--- config.mk ---
export PLATFORM = sky130hd
export DESIGN_NAME = iosj_exec
export DESIGN_NICKNAME = d
export VERILOG_FILES = /design/src/inc/iosj_pkg.sv /design/src/hw/iosj_alu.sv /design/src/hw/iosj_exec.sv
export SDC_FILE = /design/constraint.sdc
export NUM_CORES = 2
export LEC_CHECK = 0
export BUFFER_PORTS_ARGS = -buffer_cell sky130_fd_sc_hd__clkbuf_2
export CAP_MARGIN = 20
export CORE_MARGIN = 5
export CORE_UTILIZATION = 35
export CTS_CLUSTER_DIAMETER = 200
export DETAILED_ROUTE_END_ITERATION = 16
export GPL_TIMING_DRIVEN = 1
export SETUP_SLACK_MARGIN = 0.4
export SLEW_MARGIN = 5
export SYNTH_ARGS = -nofsm -noshare
export SYNTH_HDL_FRONTEND = slang
export SYNTH_SLANG_ARGS = --single-unit
--- constraint.sdc ---
create_clock -name pclk -period 14.7 [get_ports pclk]
set_input_delay 0.735 -clock pclk [delete_from_list [all_inputs] [get_ports pclk]]
set_output_delay 0.735 -clock pclk [all_outputs]
set_load 0.03 [all_outputs]
--- src/inc/iosj_pkg.sv ---
/*
 Constants, types and helpers for the increment, OR, shift and jump
 execution block. Assumes a 40 MHz APB clock and 32-bit APB data.
*/
`default_nettype none
package iosj_pkg;
  // Widths
  localparam int DATA_W = 8;
  localparam int ADDR_W = 12;
  localparam int PC_W = 15;
  localparam int LATCH_W = 7;
  localparam int FILE_DEPTH = 128;
  localparam int JUMP_LOW_W = 11;
  localparam int CLK_PERIOD_NS = 25;

  // Register byte offsets
  localparam logic [11:0] OFF_ISSUE = 12'h000;
  localparam logic [11:0] OFF_WREG = 12'h004;
  localparam logic [11:0] OFF_STAT = 12'h008;
  localparam logic [11:0] OFF_LATCH = 12'h00C;
  localparam logic [11:0] OFF_PC = 12'h010;
  localparam logic [11:0] OFF_CYCLES = 12'h014;
  localparam logic [2:0] MEM_WINDOW_TAG = 3'h1;

  // Issue word fields
  localparam int ISSUE_OP_LSB = 0;
  localparam int ISSUE_D_POS = 3;
  localparam int ISSUE_F_LSB = 4;
  localparam int ISSUE_K_LSB = 16;

  // Status fields
  localparam int STAT_C_POS = 0;
  localparam int STAT_Z_POS = 1;

  // Jump latch slice feeding the upper program counter
  localparam int LATCH_JUMP_LSB = 3;

  // Reset values
  localparam logic [7:0] W_RST = 8'h00;
  localparam logic C_RST = 1'b0;
  localparam logic Z_RST = 1'b0;
  localparam logic [6:0] LATCH_RST = 7'h00;
  localparam logic [14:0] PC_RST = 15'h0000;
  localparam logic [31:0] CYCLES_RST = 32'h0000_0000;

  // Destination select and program counter steps
  localparam logic DEST_W = 1'b0;
  localparam logic DEST_F = 1'b1;
  localparam logic [14:0] PC_STEP = 15'h0001;
  localparam logic [14:0] PC_SKIP_STEP = 15'h0002;

  typedef enum logic [2:0] {
    OP_NOP = 3'b000,
    OP_INC_SKIP = 3'b001,
    OP_JUMP = 3'b010,
    OP_OR_LIT = 3'b011,
    OP_INC = 3'b100,
    OP_OR_FILE = 3'b101,
    OP_SHL = 3'b110
  } iosj_op_type;

  typedef enum logic [1:0] {
    ST_IDLE = 2'b00,
    ST_EXEC = 2'b01,
    ST_SECOND = 2'b10,
    ST_DONE = 2'b11
  } iosj_state_type;

  function automatic logic is_zero(input logic [7:0] v);
    return v == 8'h00;
  endfunction
endpackage
`default_nettype wire

--- src/hw/iosj_alu.sv ---
/*
 Combinational result and flag logic for one instruction.
 Assumes the caller routes the result and commits flags itself.
*/
`timescale 1ns/1ps
`default_nettype none
module iosj_alu import iosj_pkg::*; (
  // Instruction
  input wire iosj_op_type op,
  input wire logic [7:0] lit,
  // Operands
  input wire logic [7:0] w_val,
  input wire logic [7:0] f_val,
  input wire logic c_in,
  // Results
  output logic [7:0] res,
  output logic c_out,
  output logic upd_c,
  output logic upd_z,
  output logic res_zero
);
  always_comb begin
    res = f_val;
    c_out = c_in;
    upd_c = 1'b0;
    upd_z = 1'b0;
    unique case (op)
      OP_INC_SKIP: begin
        res = f_val + 8'h01; // RQ1
      end
      OP_INC: begin
        res = f_val + 8'h01; // RQ8
        upd_z = 1'b1;
      end
      OP_OR_LIT: begin
        res = w_val | lit; // RQ7
        upd_z = 1'b1;
      end
      OP_OR_FILE: begin
        res = w_val | f_val; // RQ9
        upd_z = 1'b1;
      end
      OP_SHL: begin
        res = {f_val[6:0], 1'b0}; // RQ10
        c_out = f_val[7]; // RQ10
        upd_c = 1'b1;
        upd_z = 1'b1;
      end
      OP_JUMP, OP_NOP: begin
        res = f_val;
      end
      default: begin
        res = f_val;
      end
    endcase
  end

  assign res_zero = is_zero(res); // RQ11
endmodule
`default_nettype wire

--- src/hw/iosj_exec.sv ---
/*
 Execution block for increment-with-skip, increment, OR with literal,
 OR with file, left shift and absolute jump, behind an APB slave.
 Assumes an APB master on pclk; one instruction per write to the
 issue word, whose access phase waits until execution has finished.
*/
// Contract
// RQ1: Skip increment adds one, flags untouched
// RQ2: Zero sum replaces next with no-op
// RQ3: Select zero to accumulator, one to file
// RQ4: Jump literal loads counter bits ten..zero
// RQ5: Latch bits six..three fill upper counter
// RQ6: Jump takes two cycles, flags untouched
// RQ7: OR literal into accumulator, zero updated
// RQ8: Plain increment updates zero, no skip
// RQ9: OR accumulator with file, zero updated
// RQ10: Left shift, top bit to carry
// RQ11: Zero flag set when result is zero
`timescale 1ns/1ps
`default_nettype none
module iosj_exec import iosj_pkg::*; (
  // Clock and reset
  input wire logic pclk,
  input wire logic presetn,
  // APB slave
  input wire logic psel,
  input wire logic penable,
  input wire logic pwrite,
  input wire logic [11:0] paddr,
  input wire logic [31:0] pwdata,
  output logic [31:0] prdata,
  output logic pready,
  output logic pslverr,
  // Core state view
  output logic [14:0] pc,
  output logic busy
);
  iosj_state_type state_r;
  iosj_op_type op_r;
  logic d_r;
  logic [6:0] f_r;
  logic [10:0] k_r;
  logic [7:0] w_r;
  logic c_r;
  logic z_r;
  logic [6:0] latch_r;
  logic [14:0] pc_r;
  logic [31:0] cycles_r;
  logic [31:0] prdata_r;
  logic [7:0] file_mem [FILE_DEPTH];
  logic [7:0] f_val;
  logic [7:0] alu_res;
  logic alu_c;
  logic upd_c;
  logic upd_z;
  logic res_zero;
  logic in_exec;
  logic to_file;
  logic to_w;
  logic two_cycle;
  logic is_mem;
  logic is_issue;
  logic known;
  logic access;
  logic apb_wr;
  logic issue_go;
  logic [6:0] mem_idx;

  function automatic logic reg_known(input logic [11:0] a);
    return a == OFF_ISSUE || a == OFF_WREG || a == OFF_STAT ||
           a == OFF_LATCH || a == OFF_PC || a == OFF_CYCLES ||
           a[11:9] == MEM_WINDOW_TAG;
  endfunction

  // Address decode
  assign is_mem = paddr[11:9] == MEM_WINDOW_TAG;
  assign is_issue = paddr == OFF_ISSUE;
  assign known = reg_known(paddr);
  assign mem_idx = paddr[8:2];
  assign access = psel && penable;

  // Issue writes stall until the instruction has run
  assign pready = !(pwrite && is_issue) || state_r == ST_DONE;
  assign pslverr = access && pready && !known;
  assign apb_wr = access && pwrite && pready && known && !is_issue;
  assign issue_go = access && pwrite && is_issue && state_r == ST_IDLE;
  assign prdata = prdata_r;
  assign pc = pc_r;
  assign busy = state_r != ST_IDLE;

  assign f_val = file_mem[f_r];
  assign in_exec = state_r == ST_EXEC;

  iosj_alu u_alu (
    .op(op_r),
    .lit(k_r[7:0]),
    .w_val(w_r),
    .f_val(f_val),
    .c_in(c_r),
    .res(alu_res),
    .c_out(alu_c),
    .upd_c(upd_c),
    .upd_z(upd_z),
    .res_zero(res_zero)
  );

  // Result routing
  always_comb begin
    to_file = 1'b0;
    to_w = 1'b0;
    two_cycle = 1'b0;
    unique case (op_r)
      OP_INC_SKIP: begin
        to_file = d_r == DEST_F; // RQ3
        to_w = d_r == DEST_W; // RQ3
        two_cycle = res_zero; // RQ2
      end
      OP_INC, OP_OR_FILE, OP_SHL: begin
        to_file = d_r == DEST_F; // RQ3
        to_w = d_r == DEST_W; // RQ3
      end
      OP_OR_LIT: begin
        to_w = 1'b1; // RQ7
      end
      OP_JUMP: begin
        two_cycle = 1'b1; // RQ6
      end
      OP_NOP: begin
        two_cycle = 1'b0;
      end
      default: begin
        two_cycle = 1'b0;
      end
    endcase
  end

  // Sequencer
  always_ff @(posedge pclk or negedge presetn) begin
    if (!presetn) begin
      state_r <= ST_IDLE;
    end else begin
      unique case (state_r)
        ST_IDLE: if (issue_go) state_r <= ST_EXEC;
        ST_EXEC: state_r <= two_cycle ? ST_SECOND : ST_DONE; // RQ2 RQ6
        ST_SECOND: state_r <= ST_DONE;
        ST_DONE: state_r <= ST_IDLE;
      endcase
    end
  end

  // Instruction capture
  always_ff @(posedge pclk or negedge presetn) begin
    if (!presetn) begin
      op_r <= OP_NOP;
      d_r <= DEST_W;
      f_r <= 7'h00;
      k_r <= 11'h000;
    end else if (issue_go) begin
      op_r <= iosj_op_type'(pwdata[ISSUE_OP_LSB +: 3]);
      d_r <= pwdata[ISSUE_D_POS];
      f_r <= pwdata[ISSUE_F_LSB +: 7];
      k_r <= pwdata[ISSUE_K_LSB +: JUMP_LOW_W];
    end
  end

  // Accumulator
  always_ff @(posedge pclk or negedge presetn) begin
    if (!presetn) begin
      w_r <= W_RST;
    end else if (in_exec && to_w) begin
      w_r <= alu_res; // RQ3 RQ7
    end else if (apb_wr && paddr == OFF_WREG) begin
      w_r <= pwdata[7:0];
    end
  end

  // Data file
  always_ff @(posedge pclk) begin
    if (in_exec && to_file) begin
      file_mem[f_r] <= alu_res; // RQ3
    end else if (apb_wr && is_mem) begin
      file_mem[mem_idx] <= pwdata[7:0];
    end
  end

  // Status flags
  always_ff @(posedge pclk or negedge presetn) begin
    if (!presetn) begin
      c_r <= C_RST;
      z_r <= Z_RST;
    end else if (in_exec) begin
      if (upd_c) c_r <= alu_c; // RQ10
      if (upd_z) z_r <= res_zero; // RQ11
    end else if (apb_wr && paddr == OFF_STAT) begin
      c_r <= pwdata[STAT_C_POS];
      z_r <= pwdata[STAT_Z_POS];
    end
  end

  // Upper jump latch
  always_ff @(posedge pclk or negedge presetn) begin
    if (!presetn) begin
      latch_r <= LATCH_RST;
    end else if (apb_wr && paddr == OFF_LATCH) begin
      latch_r <= pwdata[6:0];
    end
  end

  // Program counter
  always_ff @(posedge pclk or negedge presetn) begin
    if (!presetn) begin
      pc_r <= PC_RST;
    end else if (in_exec) begin
      if (op_r == OP_JUMP) begin
        pc_r <= {latch_r[LATCH_JUMP_LSB +: 4], k_r}; // RQ4 RQ5
      end else if (op_r == OP_INC_SKIP && res_zero) begin
        pc_r <= pc_r + PC_SKIP_STEP; // RQ2
      end else begin
        pc_r <= pc_r + PC_STEP;
      end
    end else if (apb_wr && paddr == OFF_PC) begin
      pc_r <= pwdata[14:0];
    end
  end

  // Instruction cycle count
  always_ff @(posedge pclk or negedge presetn) begin
    if (!presetn) begin
      cycles_r <= CYCLES_RST;
    end else if (in_exec || state_r == ST_SECOND) begin
      cycles_r <= cycles_r + 32'h0000_0001;
    end
  end

  // Read data, captured in the setup cycle
  always_ff @(posedge pclk or negedge presetn) begin
    if (!presetn) begin
      prdata_r <= 32'h0000_0000;
    end else if (psel && !penable) begin
      prdata_r <= 32'h0000_0000;
      if (is_mem) begin
        prdata_r[7:0] <= file_mem[mem_idx];
      end else begin
        unique case (paddr)
          OFF_ISSUE: prdata_r <= {16'h0000, 14'h0000, busy, 1'b0};
          OFF_WREG: prdata_r[7:0] <= w_r;
          OFF_STAT: prdata_r[1:0] <= {z_r, c_r};
          OFF_LATCH: prdata_r[6:0] <= latch_r;
          OFF_PC: prdata_r[14:0] <= pc_r;
          OFF_CYCLES: prdata_r <= cycles_r;
          default: prdata_r <= 32'h0000_0000;
        endcase
      end
    end
  end
endmodule
`default_nettype wire

# ---- Word-level counts from Yosys, hierarchy flattened
# Memories as Yosys holds them, arrays and structs flattened.
# Cells that the tools add are included.
# Widths: inputs -> output; s select.
dict set report word_totals {
  regBits 120
  ram_bits 1024
  input_bits 49
  out_inout_bits 50
  mem_count 1
}
dict set report classes {
  n_addsub 4
  n_eq_ne 19
  n_mux 37
  n_bitwise 3
  n_reduce_logical 44
}
# name words width read_ports rd_clocked_by_memory_dff write_ports line
set memory_table {}
lappend memory_table {file_mem 128 8 2 0 1 iosj_exec.sv:50} ;# logic [7:0] file_mem [FILE_DEPTH];
# operator n
set op_table {}
lappend op_table {{$mux 15} 4}
lappend op_table {{$add 32x1->32 const B} 1}
lappend op_table {{$mux 8} 4}
lappend op_table {{$pmux 8 s4} 1}
lappend op_table {{$eq 12x4->1 const B} 2}
lappend op_table {{$eq 12x5->1 const B} 2}
lappend op_table {{$mux 24} 1}
lappend op_table {{$pmux 5 s4} 1}
lappend op_table {{$logic_and 1x1->1} 19}
lappend op_table {{$mux 1} 17}
lappend op_table {{$mux 17} 1}
lappend op_table {{$or 8x8->8} 2}
lappend op_table {{$add 15x1->15 const B} 1}
lappend op_table {{$add 15x2->15 const B} 1}
lappend op_table {{$pmux 7 s2} 1}
lappend op_table {{$eq 12x3->1 const B} 1}
lappend op_table {{$logic_not 12->1} 1}
lappend op_table {{$pmux 2 s6} 1}
lappend op_table {{$eq 3x3->1 const B} 3}
lappend op_table {{$add 8x1->8 const B} 1}
lappend op_table {{$logic_not 8->1} 1}
lappend op_table {{$logic_or 1x1->1} 8}
lappend op_table {{$pmux 2 s4} 1}
lappend op_table {{$reduce_bool 2->1} 4}
lappend op_table {{other kinds (18)} 28}

# ---- Longest topological paths before layout
dict set report logic_depth {
  ltp_word 15
  ltp_mapped 25
  mapped_depth_nobuf 17
}

# ---- Cells and area by module
# A second synthesis with hierarchy kept.
dict set report unflattened {
  hier_cells 3087
  area_unflattened_um2 54745.0
}
# mod instances cells_each area_per_inst_um2 seq_area_each_um2
set by_module_without_submodules {}
lappend by_module_without_submodules {iosj_exec 1 2983 54036.8 33752.4}
lappend by_module_without_submodules {iosj_alu 1 104 708.2 0.0}

# ---- Worst setup path before layout
# No wires, ideal clock.
dict set report synth_path {
  path_kind {register to register}
  from {register f_r[0]}
  to {memory file_mem[0][0], data pin}
  setup_ps 1197
  arrival_ps 7702
  path_slack_ps 5801
  path_stages_with_launch 11
  n_path_buf 2
  cell_sequence {dfrtp_1 -> buf_6 -> buf_4 -> mux4_2 -> mux4_2 -> mux4_2 -> mux2i_4 -> nand2_1 -> a32oi_1 -> nand2_1 -> o21ai_0}
}
dict set report synth_between {
  elab_chain_len 4
}
# item line
set synth_lines {}
lappend synth_lines {{from (decl)} iosj_exec.sv:41} ;# logic [6:0] f_r;
lappend synth_lines {{from (signal assigned)} iosj_exec.sv:161} ;# f_r <= pwdata[ISSUE_F_LSB +: 7];
lappend synth_lines {{$mem_v2 128x8 (*)} --}
lappend synth_lines {{$add 8x1->8 or $or 8x8->8 (tied branches)} {iosj_alu.sv:29, iosj_alu.sv:32, iosj_alu.sv:40}}
lappend synth_lines {{$pmux 8 s4 (*)} iosj_alu.sv:27} ;# unique case (op)
lappend synth_lines {{$mux 8 (no line) (*)} --}
lappend synth_lines {{to (decl)} iosj_exec.sv:50}
# Mark *: on every way between the ends. The rest lies on a longest branch, timed or not.

# ---- Final worst setup path
dict set report layout_path {
  from {register f_r[0]}
  to {memory file_mem[4][6], data pin}
}
# The elaborated chain is that of the path after synthesis.

==> impl_metrics.tcl <==
set metrics [dict create \
    setup_tns_ns 0 \
    ff2ff_path_depth 17 \
    hold_viol 0 \
    grt_max_degree 129 \
    cts_resized 0 \
    routed_via_density 5.95 \
    initialDrtViolationCount 3668 \
    synth.distinct_cells 76 \
    synth_area_per_cell_um2 18.5 \
    synth_common_cells "1024 x edfxtp_1, 600 x mux4_2, 209 x nor2_1" \
    clockBufferDepth 3 \
    yosys.area.top_type "edfxtp_1" \
    die_height_um 406 \
    cts-buffers-inserted 121 \
    end_kind "register" \
    post-dp-hpwl_mm 101 \
    post_drt_wl_per_cell_um 30.5 \
    gp_congestion 0.865 \
    drc 0 \
    cp_max_fo 79 \
    regToRegSetupSlack_ns 7.13 \
    cts_root_buf "clkbuf_16" \
    p_per_area_nw_per_um2 118 \
    synth-seq-cells 1144 \
    power.leakage_nw 19.1 \
    async_flop_share_pct 10.5 \
    crit_slowest_cell "dfrtp_4" \
    path_cells "buf_12, buf_4, mux4_2, mux4_2, o22ai_1, nor3_1, nor4_2, inv_1, ha_1, o41ai_1, nor4_2, mux2i_1, o21ai_0, nor2_1, nor2_4, buf_4, buf_4" \
    antenna_found_initial 5 \
    syn_area_um2 54800 \
    worstSetupPathType "register to register" \
    tightest_slew_ns 1.21 \
    path_delay_family "buffers and inverters" \
    fin_crit_sh_pct 51.5 \
    cts_setup_buffers 0 \
    seq_area_frac_synth_pct 61.6 \
    grt_pass1_wl_mm 228 \
    timing.rr.end "file_mem[4][6]" \
    drive_above_1_share_pct 34.0 \
    syn_inst 2967 \
    ioPinCount 99 \
    hold_path.class "primary input to async pin" \
    maxCapViolCount 0 \
    status "completed" \
    die_width_um 406 \
    period_needed_ns 7.57 \
    rsz0062_at_grt "no" \
    dieArea_um2 165000 \
    areaGrowthSynthToFinish_pct 13.1 \
    drv_slew 0 \
    initial_core_util_pct 35.2 \
    netlist.area_leader.share_pct 56.1 \
    port_buffers 92 \
    worstSkewPairLatency_ns 0.75 \
    cts.clk_slew.worst_paths_ns 0.07 \
    grt_pass1_vias 30877 \
    fmax_mhz 132 \
    cpPeakStageDelay_ns 0.90 \
    syn_nets 3024 \
    synth_edf_count 1024 \
    yosys_warnings 0 \
    required_ns 15.14 \
    final_nets 3141 \
    vias 31216 \
    synth.area.top_cells "edfxtp_1 56%, mux4_2 25%, dfrtp_1 5.5%" \
    hold_buffers 0 \
    synth_most_common_cell "edfxtp_1" \
    hold_slack_ns 0.114 \
    rr_startpoint "f_r[0]" \
    setup_viol 0 \
    cts_max_level 3 \
    synth_flop_cell "edfxtp_1" \
    dr.pass1.iters 8 \
    core_um2 156000 \
    rows 145 \
    crit_top_cell "buf_4" \
    grt_remaining_overflow 0 \
    skew_ns 0.0388 \
    slew_headroom_pct 18.5 \
    ant_nets 0 \
    cp.arrival_ns 8.01 \
    crit_path_start_kind "register" \
    fill_cells 13865 \
    postRouteWirelength_mm 160 \
    cts_tree "done" \
    worst-path-buf-inv 5 \
    peakVddDrop_v 0.000104 \
    gr-usage-all-layers_pct 19.2 \
    cts_sinks 1144 \
]
## worst register-to-register path, cell delays in order, from the launching register on
cell and delay [ns]:
dfrtp_4 0.90, buf_12 0.56, buf_4 0.83, mux4_2 0.63, mux4_2 0.56, o22ai_1 0.16
nor3_1 0.19, nor4_2 0.68, inv_1 0.10, ha_1 0.30, o41ai_1 0.16, nor4_2 0.12
mux2i_1 0.17, o21ai_0 0.43, nor2_1 0.14, nor2_4 0.10, buf_4 0.56, buf_4 0.64
## layout by cell type (no fill, tap or decap), types with 10 or more instances in the layout
cell,netlist,final
a21oi_1,54,51
a22o_1,19,19
a22oi_1,35,35
and3_1,20,20
buf_4,11,98
buf_6,18,12
bufinv_16,0,18
clkbuf_1,102,14
clkbuf_16,0,122
clkbuf_2,0,89
clkinv_1,4,29
clkinv_2,0,27
dfrtp_1,120,117
edfxtp_1,1024,1024
inv_1,18,17
mux2_2,55,55
mux2i_1,108,108
mux4_2,600,600
nand2_1,119,117
nand2b_1,11,10
nand3_1,42,42
nor2_1,209,207
nor3_1,34,33
o21ai_0,64,63
o22ai_1,22,22
o31ai_1,12,12
or3_1,11,11
xnor2_1,23,23
xor2_1,14,14
## registers in the layout (all words and copies together) (netlist names)
| register | count |
|---|---|
| z_r | 1 |
| c_r | 1 |
| f_r | 7 |
| state_r | 2 |
| latch_r | 7 |
| cycles_r | 32 |
| d_r | 1 |
| k_r | 11 |
| pc | 15 |
| prdata | 32 |
| op_r | 3 |
| file_mem | 1024 |
| w_r | 8 |
## final cells by class
cell class              instances  area, um^2  area share (%)
well taps                    2058        2570            4.16
multi-input cells            1587       19900            32.1
clock buffers                 139        3140            5.07
flip-flops and latches       1144       33800            54.5
inverters                      23        91.3           0.147
repair buffers                207        1480            2.39
diodes                          2        5.00         0.00808
clock inverters                89         988            1.60
## cells by family after synthesis
kind of cell,count (synthesis),synth area share [%]
XOR/XNOR,37,0.592
buffers and inverters,236,2.22
AO/OA/AOI/OAI,282,3.48
AND/OR/NAND/NOR,496,4.11
multiplexers,764,27.8
adder cells (fa/ha/maj),8,0.183
flip-flops,1144,61.6
## worst max-delay path by stage
stage                 from                to  slack (ns)  depth (start not counted)
floorplan           f_r[0]    file_mem[0][0]        5.80                         10
global placement    f_r[0]  file_mem[112][1]        7.20                         17
CTS                 f_r[0]    file_mem[0][6]        7.16                         17
global route        f_r[0]   file_mem[48][1]        6.66                         17
detailed placement  f_r[0]    file_mem[9][6]        7.17                         17
finish              f_r[0]    file_mem[4][6]        7.13                         17
## metal layers
| layer | wire (um) | GRT usage, % |
|---|---|---|
| met1 | 64000 | 26.4 |
| met2 | 74000 | 29.6 |
| met3 | 15900 | 5.37 |
| met4 | 6100 | 6.53 |
| met5 | 0 | 0 |
## metrics by stage
step	setup WS, ns	instances	util (%)	instance area, um^2	total power, mW
2_1_floorplan	5.80	2967	-	54800	4.01
3_3_place_gp	7.20	4999	37.0	57600	4.20
3_5_place_dp	7.17	5008	37.0	57700	4.21
4_1_cts	7.16	5236	39.7	61800	7.37
5_1_grt	6.66	5248	39.8	62000	7.55
6_report	7.13	5249	39.8	62000	7.32
## report_power, final
| part | internal, mW | switching (mW) | total (mW) |
|---|---|---|---|
| Combinational | 0.209 | 0.333 | 0.542 |
| Sequential | 3.54 | 0.0652 | 3.61 |
| Clock | 1.85 | 1.33 | 3.18 |
| Total | 5.60 | 1.72 | 7.32 |
No activity file was read; power rests on OpenSTA's default activity.
